`config.mk`:
```
export PLATFORM = sky130hd
export DESIGN_NAME = sbtc_timer
export DESIGN_NICKNAME = d
export VERILOG_FILES = /design/src/verilog/sbtc_pkg.sv /design/src/verilog/sbtc_tick_gen.sv /design/src/verilog/sbtc_timer.sv
export SDC_FILE = /design/constraint.sdc
export NUM_CORES = 1
export LEC_CHECK = 0
export BUFFER_PORTS_ARGS = -buffer_cell sky130_fd_sc_hd__buf_2
export CAP_MARGIN = 20
export CORE_ASPECT_RATIO = 0.75
export CORE_MARGIN = 2
export CORE_UTILIZATION = 39
export DETAILED_ROUTE_END_ITERATION = 6
export PLACE_DENSITY = 0.76
export SLEW_MARGIN = 20
export SYNTH_ARGS = -nofsm -noshare
export SYNTH_HDL_FRONTEND = slang
export SYNTH_SLANG_ARGS = --single-unit
export TNS_END_PERCENT = 20
```
`constraint.sdc`:
```
create_clock -name clk -period 3.8 [get_ports clk]
set_input_delay 0.76 -clock clk [delete_from_list [all_inputs] [get_ports clk]]
set_output_delay 0.76 -clock clk [all_outputs]
set_load 0.1 [all_outputs]
```
`src/verilog/sbtc_pkg.sv`:
```
/*
 * Shared constants for the 16-bit timer/counter: register byte offsets,
 * control field positions, reset values and bus response codes.
 * Assumes a 32-bit AXI4-Lite bus with byte addresses.
 */
package sbtc_pkg;
   localparam int ADDR_W = 8;
   localparam logic [7:0] ADDR_COUNT_LOW = 8'h00;
   localparam logic [7:0] ADDR_COUNT_HIGH = 8'h04;
   localparam logic [7:0] ADDR_FLAG = 8'h08;
   localparam logic [7:0] ADDR_ENABLE = 8'h0c;
   localparam logic [7:0] ADDR_CONTROL = 8'h10;
   localparam int RUN_BIT = 0;
   localparam int CLK_SRC_BIT = 1;
   localparam int SYNC_DIS_BIT = 2;
   localparam int OSC_EN_BIT = 3;
   localparam int PRESCALE_LSB = 4;
   localparam logic [7:0] CONTROL_MASK = 8'h3f;
   localparam logic [7:0] CONTROL_RESET = 8'h00;
   localparam logic [15:0] COUNT_RESET = 16'h0000;
   localparam logic [15:0] COUNT_MAX = 16'hffff;
   localparam int OVF_BIT = 0;
   localparam logic [1:0] INSTR_DIV_LAST = 2'h3;
   localparam int PIN_EXT_CLOCK = 0;
   localparam int PIN_OSC_IN = 1;
   localparam logic [1:0] RESP_OKAY = 2'h0;
   localparam logic [1:0] RESP_SLVERR = 2'h2;
   typedef enum logic [1:0] {
      WR_COLLECT = 2'h1,
      WR_RESP = 2'h2
   } sbtc_wr_state_t;
endpackage : sbtc_pkg

```
`src/verilog/sbtc_tick_gen.sv`:
```
/*
 * Count-enable generator: instruction-cycle divider, external clock edge
 * detection with optional two-flop synchroniser, and the prescaler.
 * Assumes the external clock input is already sampled by clk.
 */
`timescale 1ns/1ps
module sbtc_tick_gen (
   input wire logic clk,
   input wire logic reset,
   input wire logic run,
   input wire logic clockSource,
   input wire logic syncDisable,
   input wire logic [1:0] prescale,
   input wire logic extClock,
   output logic countTick
);
   logic [1:0] instrCnt_q;
   logic sync1_q;
   logic sync2_q;
   logic syncPrev_q;
   logic rawPrev_q;
   logic [2:0] preCnt_q;
   logic instrTick;
   logic extEdge;
   logic srcTick;
   logic [2:0] preMask;

   // One instruction cycle lasts four clocks.
   always_ff @(posedge clk) begin
      if (reset) instrCnt_q <= 2'h0;
      else instrCnt_q <= instrCnt_q + 2'h1;
   end
   assign instrTick = (instrCnt_q == sbtc_pkg::INSTR_DIV_LAST);

   always_ff @(posedge clk) begin
      if (reset) begin
         sync1_q <= 1'b0;
         sync2_q <= 1'b0;
         syncPrev_q <= 1'b0;
         rawPrev_q <= 1'b0;
      end else begin
         sync1_q <= extClock;
         sync2_q <= sync1_q;
         syncPrev_q <= sync2_q;
         rawPrev_q <= extClock;
      end
   end

   // Rising edges only; the unsynchronised path saves two clocks of latency.
   assign extEdge = syncDisable ? (extClock & ~rawPrev_q) : (sync2_q & ~syncPrev_q);
   assign srcTick = clockSource ? extEdge : instrTick;
   assign preMask = 3'((4'h1 << prescale) - 4'h1);

   always_ff @(posedge clk) begin
      if (reset || !run) preCnt_q <= 3'h0;
      else if (srcTick) preCnt_q <= preCnt_q + 3'h1;
   end
   assign countTick = run & srcTick & ((preCnt_q & preMask) == preMask);
endmodule : sbtc_tick_gen

```
`src/verilog/sbtc_timer.sv`:
```
/*
 * 16-bit timer/counter with AXI4-Lite register slave, overflow interrupt,
 * capture/compare reset input and crystal oscillator pin control.
 * Assumes a single 200 MHz clock and synchronous active-high reset.
 */
// Our own choice: register access over AXI4-Lite.
// Overview of operation
// 16-bit readable writable count, wraps to zero
// Wrap past maximum latches overflow flag
// Interrupt only while overflow enable set
// Control bit 1 selects external or instruction clock
// Timer mode counts prescaled instruction cycles
// Counter mode counts rising external edges only
// Counts only while run bit set
// Capture/compare reset input clears count
// Prescale field selects divide 1, 2, 4, 8
// Control bit 2 disables external clock sync
// Oscillator enable forces both pins to inputs
// Bits 7:6 read zero; control resets zero
`timescale 1ns/1ps
module sbtc_timer (
   input wire logic clk,
   input wire logic reset,
   input wire logic [sbtc_pkg::ADDR_W-1:0] s_axi_awaddr,
   input wire logic s_axi_awvalid,
   output logic s_axi_awready,
   input wire logic [31:0] s_axi_wdata,
   input wire logic [3:0] s_axi_wstrb,
   input wire logic s_axi_wvalid,
   output logic s_axi_wready,
   output logic [1:0] s_axi_bresp,
   output logic s_axi_bvalid,
   input wire logic s_axi_bready,
   input wire logic [sbtc_pkg::ADDR_W-1:0] s_axi_araddr,
   input wire logic s_axi_arvalid,
   output logic s_axi_arready,
   output logic [31:0] s_axi_rdata,
   output logic [1:0] s_axi_rresp,
   output logic s_axi_rvalid,
   input wire logic s_axi_rready,
   input wire logic captureReset,
   input wire logic [1:0] portDirection,
   input wire logic [1:0] portOut,
   input wire logic [1:0] pinIn,
   output logic [1:0] pinOut,
   output logic [1:0] pinOe,
   output logic irq
);
   sbtc_pkg::sbtc_wr_state_t wrState_q;
   logic awHeld_q;
   logic wHeld_q;
   logic [sbtc_pkg::ADDR_W-1:0] wrAddr_q;
   logic [31:0] wrData_q;
   logic [3:0] wrStrb_q;
   logic [1:0] bresp_q;
   logic rvalid_q;
   logic [31:0] rdata_q;
   logic [1:0] rresp_q;
   logic [sbtc_pkg::ADDR_W-1:0] rdAddr_q;
   logic [7:0] control_q;
   logic [15:0] count_q;
   logic flag_q;
   logic enable_q;
   logic [1:0] pinOut_q;
   logic [1:0] pinOe_q;
   logic countTick;
   logic doWrite;
   logic byteWr;
   logic wrLow;
   logic wrHigh;
   logic wrFlag;
   logic wrEnable;
   logic wrControl;
   logic ovfEvent;

   // Word-aligned decode shared by the read and write paths.
   function automatic logic regHit(input logic [7:0] addr, input logic [7:0] target);
      regHit = (addr[7:2] == target[7:2]);
   endfunction : regHit

   function automatic logic mapped(input logic [7:0] addr);
      mapped = regHit(addr, sbtc_pkg::ADDR_COUNT_LOW) | regHit(addr, sbtc_pkg::ADDR_COUNT_HIGH)
         | regHit(addr, sbtc_pkg::ADDR_FLAG) | regHit(addr, sbtc_pkg::ADDR_ENABLE)
         | regHit(addr, sbtc_pkg::ADDR_CONTROL);
   endfunction : mapped

   // Write address and data are taken independently, in either order.
   assign s_axi_awready = (wrState_q == sbtc_pkg::WR_COLLECT) && !awHeld_q;
   assign s_axi_wready = (wrState_q == sbtc_pkg::WR_COLLECT) && !wHeld_q;
   assign s_axi_bvalid = (wrState_q == sbtc_pkg::WR_RESP);
   assign s_axi_bresp = bresp_q;
   assign doWrite = (wrState_q == sbtc_pkg::WR_COLLECT) && awHeld_q && wHeld_q;

   always_ff @(posedge clk) begin
      if (reset) begin
         wrState_q <= sbtc_pkg::WR_COLLECT;
         awHeld_q <= 1'b0;
         wHeld_q <= 1'b0;
         wrAddr_q <= '0;
         wrData_q <= 32'h0;
         wrStrb_q <= 4'h0;
         bresp_q <= sbtc_pkg::RESP_OKAY;
      end else begin
         case (wrState_q)
            sbtc_pkg::WR_COLLECT: begin
               if (s_axi_awvalid && s_axi_awready) begin
                  awHeld_q <= 1'b1;
                  wrAddr_q <= s_axi_awaddr;
               end
               if (s_axi_wvalid && s_axi_wready) begin
                  wHeld_q <= 1'b1;
                  wrData_q <= s_axi_wdata;
                  wrStrb_q <= s_axi_wstrb;
               end
               if (doWrite) begin
                  wrState_q <= sbtc_pkg::WR_RESP;
                  bresp_q <= mapped(wrAddr_q) ? sbtc_pkg::RESP_OKAY : sbtc_pkg::RESP_SLVERR;
               end
            end
            sbtc_pkg::WR_RESP: begin
               if (s_axi_bready) begin
                  wrState_q <= sbtc_pkg::WR_COLLECT;
                  awHeld_q <= 1'b0;
                  wHeld_q <= 1'b0;
               end
            end
            default: begin
               wrState_q <= sbtc_pkg::WR_COLLECT;
               awHeld_q <= 1'b0;
               wHeld_q <= 1'b0;
            end
         endcase
      end
   end

   // Every register is at most eight bits wide, in the low byte lane.
   assign byteWr = doWrite && wrStrb_q[0];
   assign wrLow = byteWr && regHit(wrAddr_q, sbtc_pkg::ADDR_COUNT_LOW);
   assign wrHigh = byteWr && regHit(wrAddr_q, sbtc_pkg::ADDR_COUNT_HIGH);
   assign wrFlag = byteWr && regHit(wrAddr_q, sbtc_pkg::ADDR_FLAG);
   assign wrEnable = byteWr && regHit(wrAddr_q, sbtc_pkg::ADDR_ENABLE);
   assign wrControl = byteWr && regHit(wrAddr_q, sbtc_pkg::ADDR_CONTROL);

   chk_bvalid_hold: assert property (@(posedge clk) disable iff (reset)
      (s_axi_bvalid && !s_axi_bready)
      |=> s_axi_bvalid && $stable(s_axi_bresp))
      else $error("write response dropped before bready");

   chk_wr_slverr: assert property (@(posedge clk) disable iff (reset)
      (doWrite && !mapped(wrAddr_q))
      |=> s_axi_bvalid && s_axi_bresp == sbtc_pkg::RESP_SLVERR)
      else $error("unmapped write not answered with slave error");

   chk_ctrl_write: assert property (@(posedge clk) disable iff (reset)
      wrControl
      |=> control_q[7:6] == 2'h0 && control_q[5:0] == $past(wrData_q[5:0]))
      else $error("control write stored wrong value");

   always_ff @(posedge clk) begin
      if (reset) control_q <= sbtc_pkg::CONTROL_RESET;
      else if (wrControl) control_q <= wrData_q[7:0] & sbtc_pkg::CONTROL_MASK;
   end

   always_ff @(posedge clk) begin
      if (reset) enable_q <= 1'b0;
      else if (wrEnable) enable_q <= wrData_q[sbtc_pkg::OVF_BIT];
   end

   sbtc_tick_gen u_tick (
      .clk(clk),
      .reset(reset),
      .run(control_q[sbtc_pkg::RUN_BIT]),
      .clockSource(control_q[sbtc_pkg::CLK_SRC_BIT]),
      .syncDisable(control_q[sbtc_pkg::SYNC_DIS_BIT]),
      .prescale(control_q[sbtc_pkg::PRESCALE_LSB +: 2]),
      .extClock(pinIn[sbtc_pkg::PIN_EXT_CLOCK]),
      .countTick(countTick)
   );

   // The capture reset beats a software write, which beats a count step.
   always_ff @(posedge clk) begin
      if (reset || captureReset) begin
         count_q <= sbtc_pkg::COUNT_RESET;
      end else if (wrLow || wrHigh) begin
         if (wrLow) count_q[7:0] <= wrData_q[7:0];
         if (wrHigh) count_q[15:8] <= wrData_q[7:0];
      end else if (countTick) begin
         count_q <= count_q + 16'h1;
      end
   end

   assign ovfEvent = countTick && !captureReset && !wrLow && !wrHigh
      && (count_q == sbtc_pkg::COUNT_MAX);

   chk_low_write: assert property (@(posedge clk) disable iff (reset)
      (wrLow && !captureReset)
      |=> count_q[7:0] == $past(wrData_q[7:0]))
      else $error("count low byte write lost");

   chk_high_write: assert property (@(posedge clk) disable iff (reset)
      (wrHigh && !captureReset)
      |=> count_q[15:8] == $past(wrData_q[7:0]))
      else $error("count high byte write lost");

   chk_stopped_idle: assert property (@(posedge clk) disable iff (reset)
      !control_q[sbtc_pkg::RUN_BIT]
      |-> !countTick)
      else $error("count tick while stopped");

   // A wrap in the same cycle as a write-one-to-clear keeps the flag set.
   always_ff @(posedge clk) begin
      if (reset) flag_q <= 1'b0;
      else flag_q <= ovfEvent | (flag_q & ~(wrFlag & wrData_q[sbtc_pkg::OVF_BIT]));
   end

   assign irq = flag_q & enable_q;

   chk_flag_clear: assert property (@(posedge clk) disable iff (reset)
      (wrFlag && wrData_q[sbtc_pkg::OVF_BIT] && !ovfEvent)
      |=> !flag_q)
      else $error("overflow flag not cleared by write of one");

   chk_flag_sticky: assert property (@(posedge clk) disable iff (reset)
      (flag_q && !(wrFlag && wrData_q[sbtc_pkg::OVF_BIT]))
      |=> flag_q)
      else $error("overflow flag lost without a clear");

   chk_flag_cause: assert property (@(posedge clk) disable iff (reset)
      (!flag_q && !ovfEvent)
      |=> !flag_q)
      else $error("overflow flag set without a wrap");

   // With the oscillator on, the port direction bits are ignored.
   always_ff @(posedge clk) begin
      if (reset) begin
         pinOut_q <= 2'h0;
         pinOe_q <= 2'h0;
      end else begin
         pinOut_q <= portOut;
         pinOe_q <= control_q[sbtc_pkg::OSC_EN_BIT] ? 2'h0 : ~portDirection;
      end
   end
   assign pinOut = pinOut_q;
   assign pinOe = pinOe_q;

   chk_dir_follow: assert property (@(posedge clk) disable iff (reset)
      !control_q[sbtc_pkg::OSC_EN_BIT]
      |=> pinOe == ~$past(portDirection))
      else $error("pin drive did not follow port direction");

   // Read path: one outstanding read; the count is sampled at the address edge.
   assign s_axi_arready = !rvalid_q;
   assign s_axi_rvalid = rvalid_q;
   assign s_axi_rdata = rdata_q;
   assign s_axi_rresp = rresp_q;

   always_ff @(posedge clk) begin
      if (reset) begin
         rvalid_q <= 1'b0;
         rdata_q <= 32'h0;
         rresp_q <= sbtc_pkg::RESP_OKAY;
         rdAddr_q <= '0;
      end else if (s_axi_arvalid && !rvalid_q) begin
         rvalid_q <= 1'b1;
         rdAddr_q <= s_axi_araddr;
         rresp_q <= mapped(s_axi_araddr) ? sbtc_pkg::RESP_OKAY : sbtc_pkg::RESP_SLVERR;
         if (regHit(s_axi_araddr, sbtc_pkg::ADDR_COUNT_LOW)) rdata_q <= {24'h0, count_q[7:0]};
         else if (regHit(s_axi_araddr, sbtc_pkg::ADDR_COUNT_HIGH)) begin
            rdata_q <= {24'h0, count_q[15:8]};
         end else if (regHit(s_axi_araddr, sbtc_pkg::ADDR_FLAG)) rdata_q <= {31'h0, flag_q};
         else if (regHit(s_axi_araddr, sbtc_pkg::ADDR_ENABLE)) rdata_q <= {31'h0, enable_q};
         else if (regHit(s_axi_araddr, sbtc_pkg::ADDR_CONTROL)) begin
            rdata_q <= {24'h0, control_q & sbtc_pkg::CONTROL_MASK};
         end else rdata_q <= 32'h0;
      end else if (s_axi_rready) begin
         rvalid_q <= 1'b0;
      end
   end

   chk_count_step: assert property (@(posedge clk) disable iff (reset)
      (countTick && !captureReset && !wrLow && !wrHigh) |=> count_q == $past(count_q) + 16'h1)
      else $error("count did not step by one");

   chk_wrap_flag: assert property (@(posedge clk) disable iff (reset)
      (countTick && count_q == 16'hffff && !captureReset && !wrLow && !wrHigh)
      |=> (count_q == 16'h0000) && flag_q)
      else $error("wrap did not clear count and set flag");

   chk_irq_gate: assert property (@(posedge clk) disable iff (reset)
      (ovfEvent && enable_q && !wrEnable) |=> irq ##0 (!enable_q || flag_q))
      else $error("enabled overflow gave no interrupt");

   chk_irq_masked: assert property (@(posedge clk) disable iff (reset)
      !enable_q |-> !irq)
      else $error("interrupt raised while disabled");

   chk_timer_mode: assert property (@(posedge clk) disable iff (reset)
      (countTick && !control_q[sbtc_pkg::CLK_SRC_BIT] && !wrControl) |=> !countTick [*3])
      else $error("timer stepped faster than instruction rate");

   chk_rise_only: assert property (@(posedge clk) disable iff (reset)
      (countTick && control_q[sbtc_pkg::CLK_SRC_BIT] && control_q[sbtc_pkg::SYNC_DIS_BIT])
      |-> pinIn[sbtc_pkg::PIN_EXT_CLOCK] && !$past(pinIn[sbtc_pkg::PIN_EXT_CLOCK]))
      else $error("counter stepped without a rising edge");

   chk_sync_delay: assert property (@(posedge clk) disable iff (reset)
      (countTick && control_q[sbtc_pkg::CLK_SRC_BIT] && !control_q[sbtc_pkg::SYNC_DIS_BIT]
      && $stable(control_q)) |-> $past(pinIn[sbtc_pkg::PIN_EXT_CLOCK], 2))
      else $error("synchronised edge not two clocks late");

   chk_count_hold: assert property (@(posedge clk) disable iff (reset)
      (!control_q[sbtc_pkg::RUN_BIT] && !captureReset && !wrLow && !wrHigh)
      |=> count_q == $past(count_q))
      else $error("count moved while stopped");

   chk_cap_reset: assert property (@(posedge clk) disable iff (reset)
      captureReset |=> count_q == 16'h0000)
      else $error("capture reset did not clear count");

   chk_div_eight: assert property (@(posedge clk) disable iff (reset)
      (countTick && control_q[5:4] == 2'h3 && !control_q[sbtc_pkg::CLK_SRC_BIT]
      && !wrControl) |=> !countTick [*8])
      else $error("divide by eight stepped too soon");

   chk_osc_inputs: assert property (@(posedge clk) disable iff (reset)
      control_q[sbtc_pkg::OSC_EN_BIT] |=> pinOe == 2'h0)
      else $error("oscillator pin driven while oscillator on");

   chk_ctrl_reserved: assert property (@(posedge clk) disable iff (reset)
      (rvalid_q && regHit(rdAddr_q, sbtc_pkg::ADDR_CONTROL)) |-> s_axi_rdata[31:6] == 26'h0)
      else $error("reserved control bits read nonzero");

   chk_rvalid_hold: assert property (@(posedge clk) disable iff (reset)
      (s_axi_rvalid && !s_axi_rready)
      |=> s_axi_rvalid && $stable(s_axi_rdata) && $stable(s_axi_rresp))
      else $error("read data changed before rready");

   chk_rd_slverr: assert property (@(posedge clk) disable iff (reset)
      (s_axi_arvalid && s_axi_arready && !mapped(s_axi_araddr))
      |=> s_axi_rvalid && s_axi_rresp == sbtc_pkg::RESP_SLVERR && s_axi_rdata == 32'h0)
      else $error("unmapped read not answered with slave error");

   chk_sync_rise: assert property (@(posedge clk) disable iff (reset)
      (countTick && control_q[sbtc_pkg::CLK_SRC_BIT] && !control_q[sbtc_pkg::SYNC_DIS_BIT]
      && $stable(control_q)) |-> !$past(pinIn[sbtc_pkg::PIN_EXT_CLOCK], 3))
      else $error("synchronised step without a rising edge");
endmodule : sbtc_timer

```
==> impl_metrics.csv, run 1 <==
group,metric,value,unit
cts,clk_pin_slew_worst_paths,0.08,ns
logic_synthesis,synth_area,3181,µm²
logic_synthesis,yosys-top-cells-area,"dfxtp_1 42%, buf_4 6.1%, nand2_1 4.7%, nor2_1 4.7%, mux2i_1 4.4%",
pwr,pwr-share-clk,38.7,%
global_route,grt_max_degree,50,
placed_design,postPlaceCellArea,3417,µm²
pwr,powerDensity,473.8,nW/µm²
logic_synthesis,synth.largest_area_cell,"dfxtp_1",
die,die_x,108.3,µm
critical_path,cpLargestDelayFamily,"simple AND/OR/NAND/NOR gates",
cts,clock_latency,0.35,ns
layout,fillers,813,
logic_synthesis,yosysTopAreaCellShare,41.54,%
critical_path,endpoint_kind,"flip-flop",
route,route.detailed.drc,0,
cts,cts_buffers,9,
critical_path,slowest_stage,"or4b_4",
logic_synthesis,ys_seq_area_share,41.54,%
pwr,pwr-share-comb,18.4,%
pwr,ir_drop,282.2,µV
cts,cts_tree,"done",
route,wl_per_cell,14.09,µm
layout,drive_above_1_share,20.67,%
logic_synthesis,ys_warn_count,0,
hold_path,hold_depth,1,
die,rows,28,
die,core,7918,µm²
critical_path,crit_path_max_fanout,11,
route,viasPerCell,5.240,
critical_path,path_buf_inv,0,
layout,syn_to_final_growth,14.56,%
timing,tightest_slew,0.8551,ns
logic_synthesis,ys_ff_latch,66,
cts,htree_levels,3,
pwr,p_int,1.144,mW
logic_synthesis,synth.most_common_cell,"dfxtp_1",
route,final_antenna_net_count,0,
cts,post-cts-setup-buffers,0,
timing,fmax,441.6,MHz
global_route,grt_use_total,17.63,%
die,die_area,8901,µm²
cts,root_buffer,"clkbuf_8",
layout,regArea,1321,µm²
cts,ctsHoldBuffers,0,
route,drt-pass1-iter-count,5,
logic_synthesis,synth-async-reset-ratio,0,%
run,drv_cap,0,
timing,slew_viol_final,0,
logic_synthesis,synth_common_cells,"66 x dfxtp_1, 40 x nand2_1, 40 x nor2_1",
timing,skew,0.006241,ns
placed_design,finalWeightedCongestion,0.9067,
logic_synthesis,synth_edf_count,0,
timing,tns,0,ns
pwr,p_switching,582.7,µW
cts,cts.sinks,66,
layout,multi_input_area,1677,µm²
timing,final-hold-violation-count,0,
logic_synthesis,syn_avg_cell_area,8.643,µm²
global_route,globalRouteOverflowTotal,0,
pwr,seqPwrFrac,42.9,%
timing,post-route-min-period,2.265,ns
layout,n_antenna_cell,0,
logic_synthesis,synthFlopType,"dfxtp_1",
global_route,antenna_found_initial,0,
logic_synthesis,synthCells,368,
layout,design_area,3643,µm²
route,vias,2756,
die,die_y,82.21,µm
die,initial_core_util,40.17,%
pwr,p_leak,1.487,nW
timing,slew_headroom,42.99,%
layout,fin_nets,485,
critical_path,start_kind,"flip-flop",
global_route,grt_pass1_wl,12050,µm
critical_path,rr_worst_depth,6,
critical_path,worstSetupPathType,"flip-flop to flip-flop",
timing,finalSetupViolCount,0,
critical_path,slowest_delay,0.58,ns
cts,ctsResizeCount,0,
placed_design,portBuffers,53,
route,drt_iter0_drc,354,
critical_path,crit_arrival,2.51,ns
pwr,switching_share,33.75,%
timing,fin_hold_ws,0.4263,ns
placed_design,detailed_place_hpwl,5550,µm
critical_path,cp.required,4.05,ns
critical_path,path_depth,6,
hold_path,min_path_type,"flip-flop to flip-flop",
timing,fin_crit_sh,59.59,%
timing,rsz0062_at_grt,"no",
logic_synthesis,netlist-cell-type-count,59,
critical_path,crit_chain,"or4b_4, nor3_4, nand2_1, a211oi_1, nor3_2, a2111oi_2",
die,ios,112,
run_status,status,"finished clean",
cts,cts.path.max_buffers,2,
global_route,first_global_vias,2401,
route,finalWirelength,7413,µm
[flip-flops by register name, summed over array words and instances (netlist names), 2 cells and up]
signal             count
s_axi_rdata            8
u_tick.instrCnt_q      2
control_q              6
wrState_q              2
wrData_q               8
wrAddr_q               6
pinOut                 2
u_tick.preCnt_q        3
pinOe                  2
count_q               16
[area by class of cell]
type	instances	share of cell area (%)
flip-flops and latches	66	36.26
clock inverters	7	2.816
well taps	105	3.606
inverters	6	0.6181
multi-input cells	280	46.02
clock buffers	9	3.400
repair buffers	53	7.280
[power groups by stage]
| stage | registers, mW | clock network, mW | logic (mW) |
|---|---|---|---|
| 2_1_floorplan | 0.817 | 0 | 0.228 |
| 3_3_place_gp | 0.755 | 0 | 0.315 |
| 3_5_place_dp | 0.756 | 0 | 0.318 |
| 4_1_cts | 0.740 | 0.679 | 0.319 |
| 5_1_grt | 0.743 | 0.708 | 0.337 |
| 6_report | 0.740 | 0.669 | 0.318 |
[path summary, 6_finish.rpt]
kind         slack, ns                    to            startpoint
max reg2reg       1.54           count_q[14]           wrAddr_q[7]
min reg2reg       0.43  u_tick.instrCnt_q[0]  u_tick.instrCnt_q[0]
max               1.54           count_q[14]           wrAddr_q[7]
min               0.43  u_tick.instrCnt_q[0]  u_tick.instrCnt_q[0]
[layer usage]
| metal | track usage [%] | share of wire (%) | wire [µm] |
|---|---|---|---|
| met2 | 26.48 | 46 | 3375 |
| met4 | 7.308 | 1.2 | 91 |
| met3 | 4.631 | 7.7 | 568 |
| met1 | 24.11 | 46 | 3378 |
| met5 | 0 | 0 | 0 |
[per-stage QoR]
step / util (%) / setup slack (ns) / total power [mW] / cells
floorplan: - / 1.252 / 1.045 / 393
global placement: 43.16 / 1.335 / 1.070 / 510
detailed placement: 43.16 / 1.325 / 1.074 / 510
CTS: 46.02 / 1.536 / 1.737 / 526
global route: 46.02 / 1.371 / 1.788 / 526
finish: 46.02 / 1.535 / 1.726 / 526
[layout by cell type (no fill, tap or decap), drive strengths merged, types with 3 or more instances in the layout]
master  count
o21ai       7
and2        5
and3        7
a31oi       6
nor3       14
nand4       5
a222oi      6
buf        53
or2         4
clkbuf      9
ha          3
mux2i      14
clkinv      4
nor2b      14
nand2b      4
a21oi      23
nor4        6
nor2       41
nand3      12
o211ai      3
or3         3
a211oi     10
inv         7
conb       26
dfxtp      66
nand2      41
[cell families (layout without fill, tap and decap cells)]
logic type | Yosys count | count (layout) | synth area share (%)
buffers and inverters | 47 | 75 | 8.694
xor gates and xnor gates | 2 | 2 | 0.5508
AOI/OAI and AO/OA | 70 | 70 | 15.58
muxes | 14 | 14 | 4.406
adders and majority gates | 3 | 3 | 1.180
DFF | 66 | 66 | 41.54
and+or+nand+nor | 165 | 165 | 27.93
other | 1 | 26 | 0.1179
(Power assumes the default switching activity.)
==> run 2, diff against run 1 <==
==> constraint.sdc (replaced) <==
create_clock -name clk -period 2.1 [get_ports clk]
set_input_delay 0.42 -clock clk [delete_from_list [all_inputs] [get_ports clk]]
set_output_delay 0.42 -clock clk [all_outputs]
set_load 0.1 [all_outputs]
==> run 2 against run 1 <==
Net effect: clock-buffer cell count rose by 1; largest cell class unchanged; critical endpoint is now count_q[0]; first-iteration DRC count fell by 9.3%; global-route usage rose by 0.56 points; final cell count rose by 2.9%; worst setup slack got worse by 1.5 ns; clock skew rose by 0.0045 ns; fmax rose by 9.1%; sequential share of layout area fell by 1.4 points; largest power group unchanged; flip-flop and latch count did not move.
==> impl_metrics.csv, run 2 (synthesis gave the netlist of run 1 again) <==
group,metric,value,unit
run_status,status,"finished clean",
critical_path,endpoint_kind,"flip-flop",
pwr,ir_drop,570.0,µV
critical_path,worstSetupPathType,"flip-flop to flip-flop",
timing,post-route-min-period,2.076,ns
run,drv_cap,0,
cts,cts_buffers,9,
pwr,p_leak,1.570,nW
timing,rsz0062_at_grt,"yes",
critical_path,cpLargestDelayFamily,"simple AND/OR/NAND/NOR gates",
die,die_area,8901,µm²
global_route,grt_use_total,18.18,%
cts,clk_pin_slew_worst_paths,0.08,ns
layout,mostFrequentLayoutCells,"66 x dfxtp_1, 53 x buf_2, 39 x nor2_1, 39 x nand2_1, 26 x conb_1",
timing,finalSetupViolCount,0,
layout,final_util,47.87,%
route,drt-pass1-iter-count,6,
pwr,pwr-share-clk,39.4,%
timing,slew_viol_final,0,
cts,root_buffer,"clkbuf_8",
pwr,switching_share,33.65,%
timing,fmax,481.7,MHz
timing,fin_hold_ws,0.2270,ns
layout,drive_above_1_share,24.08,%
die,rows,28,
cts,cts_tree,"done",
cts,cts.path.max_buffers,2,
layout,finalNonFillerCells,541,
die,core,7918,µm²
die,initial_core_util,40.17,%
global_route,first_global_vias,2534,
layout,top_register,"count_q",
placed_design,dp_cells,522,
timing,final-hold-violation-count,0,
critical_path,crit_top_cell,"buf_4",
global_route,grt_pass1_wl,12330,µm
die,die_x,108.3,µm
placed_design,postPlaceCellArea,3510,µm²
cts,ctsHoldBuffers,0,
route,finalWirelength,7977,µm
cts,clock_latency,0.35,ns
timing,tightest_slew,0.5772,ns
timing,fin_crit_sh,98.86,%
critical_path,path_buf_inv,2,
placed_design,detailed_place_hpwl,5829,µm
layout,final_common_cell,"dfxtp_1",
route,route.detailed.drc,0,
pwr,seqPwrFrac,42.1,%
placed_design,portBuffers,53,
layout,n_antenna_cell,0,
hold_path,min_path_type,"input pin to flip-flop",
critical_path,start_kind,"flip-flop",
cts,cts.sinks,66,
route,vias,2891,
route,drt_iter0_drc,321,
route,viasPerCell,5.344,
layout,largest_register_ffs,16,
critical_path,slowest_delay,0.58,ns
timing,slew_headroom,61.38,%
critical_path,crit_chain,"or4b_4, nor3_4, buf_4, nand2b_4, nand2_4, buf_4, a2bb2oi_1, a21oi_1",
die,die_y,82.21,µm
layout,syn_to_final_growth,19.16,%
timing,tns,0,ns
layout,design_area,3790,µm²
route,final_antenna_net_count,0,
pwr,p_switching,1.072,mW
pwr,pwr-share-comb,18.5,%
placed_design,finalWeightedCongestion,0.9350,
critical_path,crit_path_max_fanout,6,
pwr,p_int,2.114,mW
global_route,globalRouteOverflowTotal,0,
critical_path,slowest_stage,"or4b_4",
cts,htree_levels,3,
layout,fin_nets,500,
global_route,antenna_found_initial,0,
timing,skew,0.01077,ns
die,ios,112,
critical_path,cp.required,2.33,ns
route,wl_per_cell,14.74,µm
global_route,grt_max_degree,29,
critical_path,crit_arrival,2.31,ns
pwr,powerDensity,840.7,nW/µm²
-- run 2: final timing paths --
kind	startpoint	endpoint	slack, ns	cells past startpoint
worst min register to register	u_tick.instrCnt_q[0]	u_tick.instrCnt_q[0]	0.43	1
worst min-delay path	portDirection[1]	pinOe[1]	0.23	2
worst max-delay path	wrAddr_q[6]	count_q[0]	0.02	8
worst max register to register	wrAddr_q[6]	count_q[0]	0.02	8
-- run 2: layer usage --
layer	track usage (%)	part of all wire, %	vias to the layer above
li1	-	-	1398
met1	23.48	43	1330
met2	28.68	46	144
met3	6.829	8.9	19
met4	5.128	1.6	0
met5	0	0	-
-- run 2: area by class of cell --
cell class,instances,area (µm²)
flip-flops and latches,66,1321
well taps,105,131.4
inverters,6,22.52
fillers,765,4128
repair buffers,68,377.9
clock buffers,10,137.6
clock inverters,6,95.09
multi-input cells,280,1704
-- run 2: worst reg2reg max path, stage by stage, from the launching register on --
cell,delay (ns)
dfxtp_1,0.34
or4b_4,0.58
nor3_4,0.27
buf_4,0.17
nand2b_4,0.10
nand2_4,0.12
buf_4,0.14
a2bb2oi_1,0.15
a21oi_1,0.08
-- run 2: repair_timing --
item / 4_1_cts / 5_1_grt
buffers inserted: 0 / 3
setup endpoints to repair: 0 / 9
gates resized for setup: 0 / 5
-- run 2: power groups by stage --
stage	logic (mW)	registers, mW	clock network, mW
after floorplan	0.414	1.48	0
after global placement	0.578	1.37	0
after detailed placement	0.583	1.37	0
after CTS	0.584	1.34	1.27
after global routing	0.622	1.35	1.32
final	0.588	1.34	1.26
-- run 2: per-stage QoR --
| step | power [mW] | setup slack, ns |
|---|---|---|
| final | 3.186 | 0.02402 |
| after floorplan | 1.893 | -0.3027 |
| after global routing | 3.293 | -0.07519 |
| after global placement | 1.944 | 0.09868 |
| after detailed placement | 1.953 | 0.05728 |
| after CTS | 3.193 | 0.02659 |
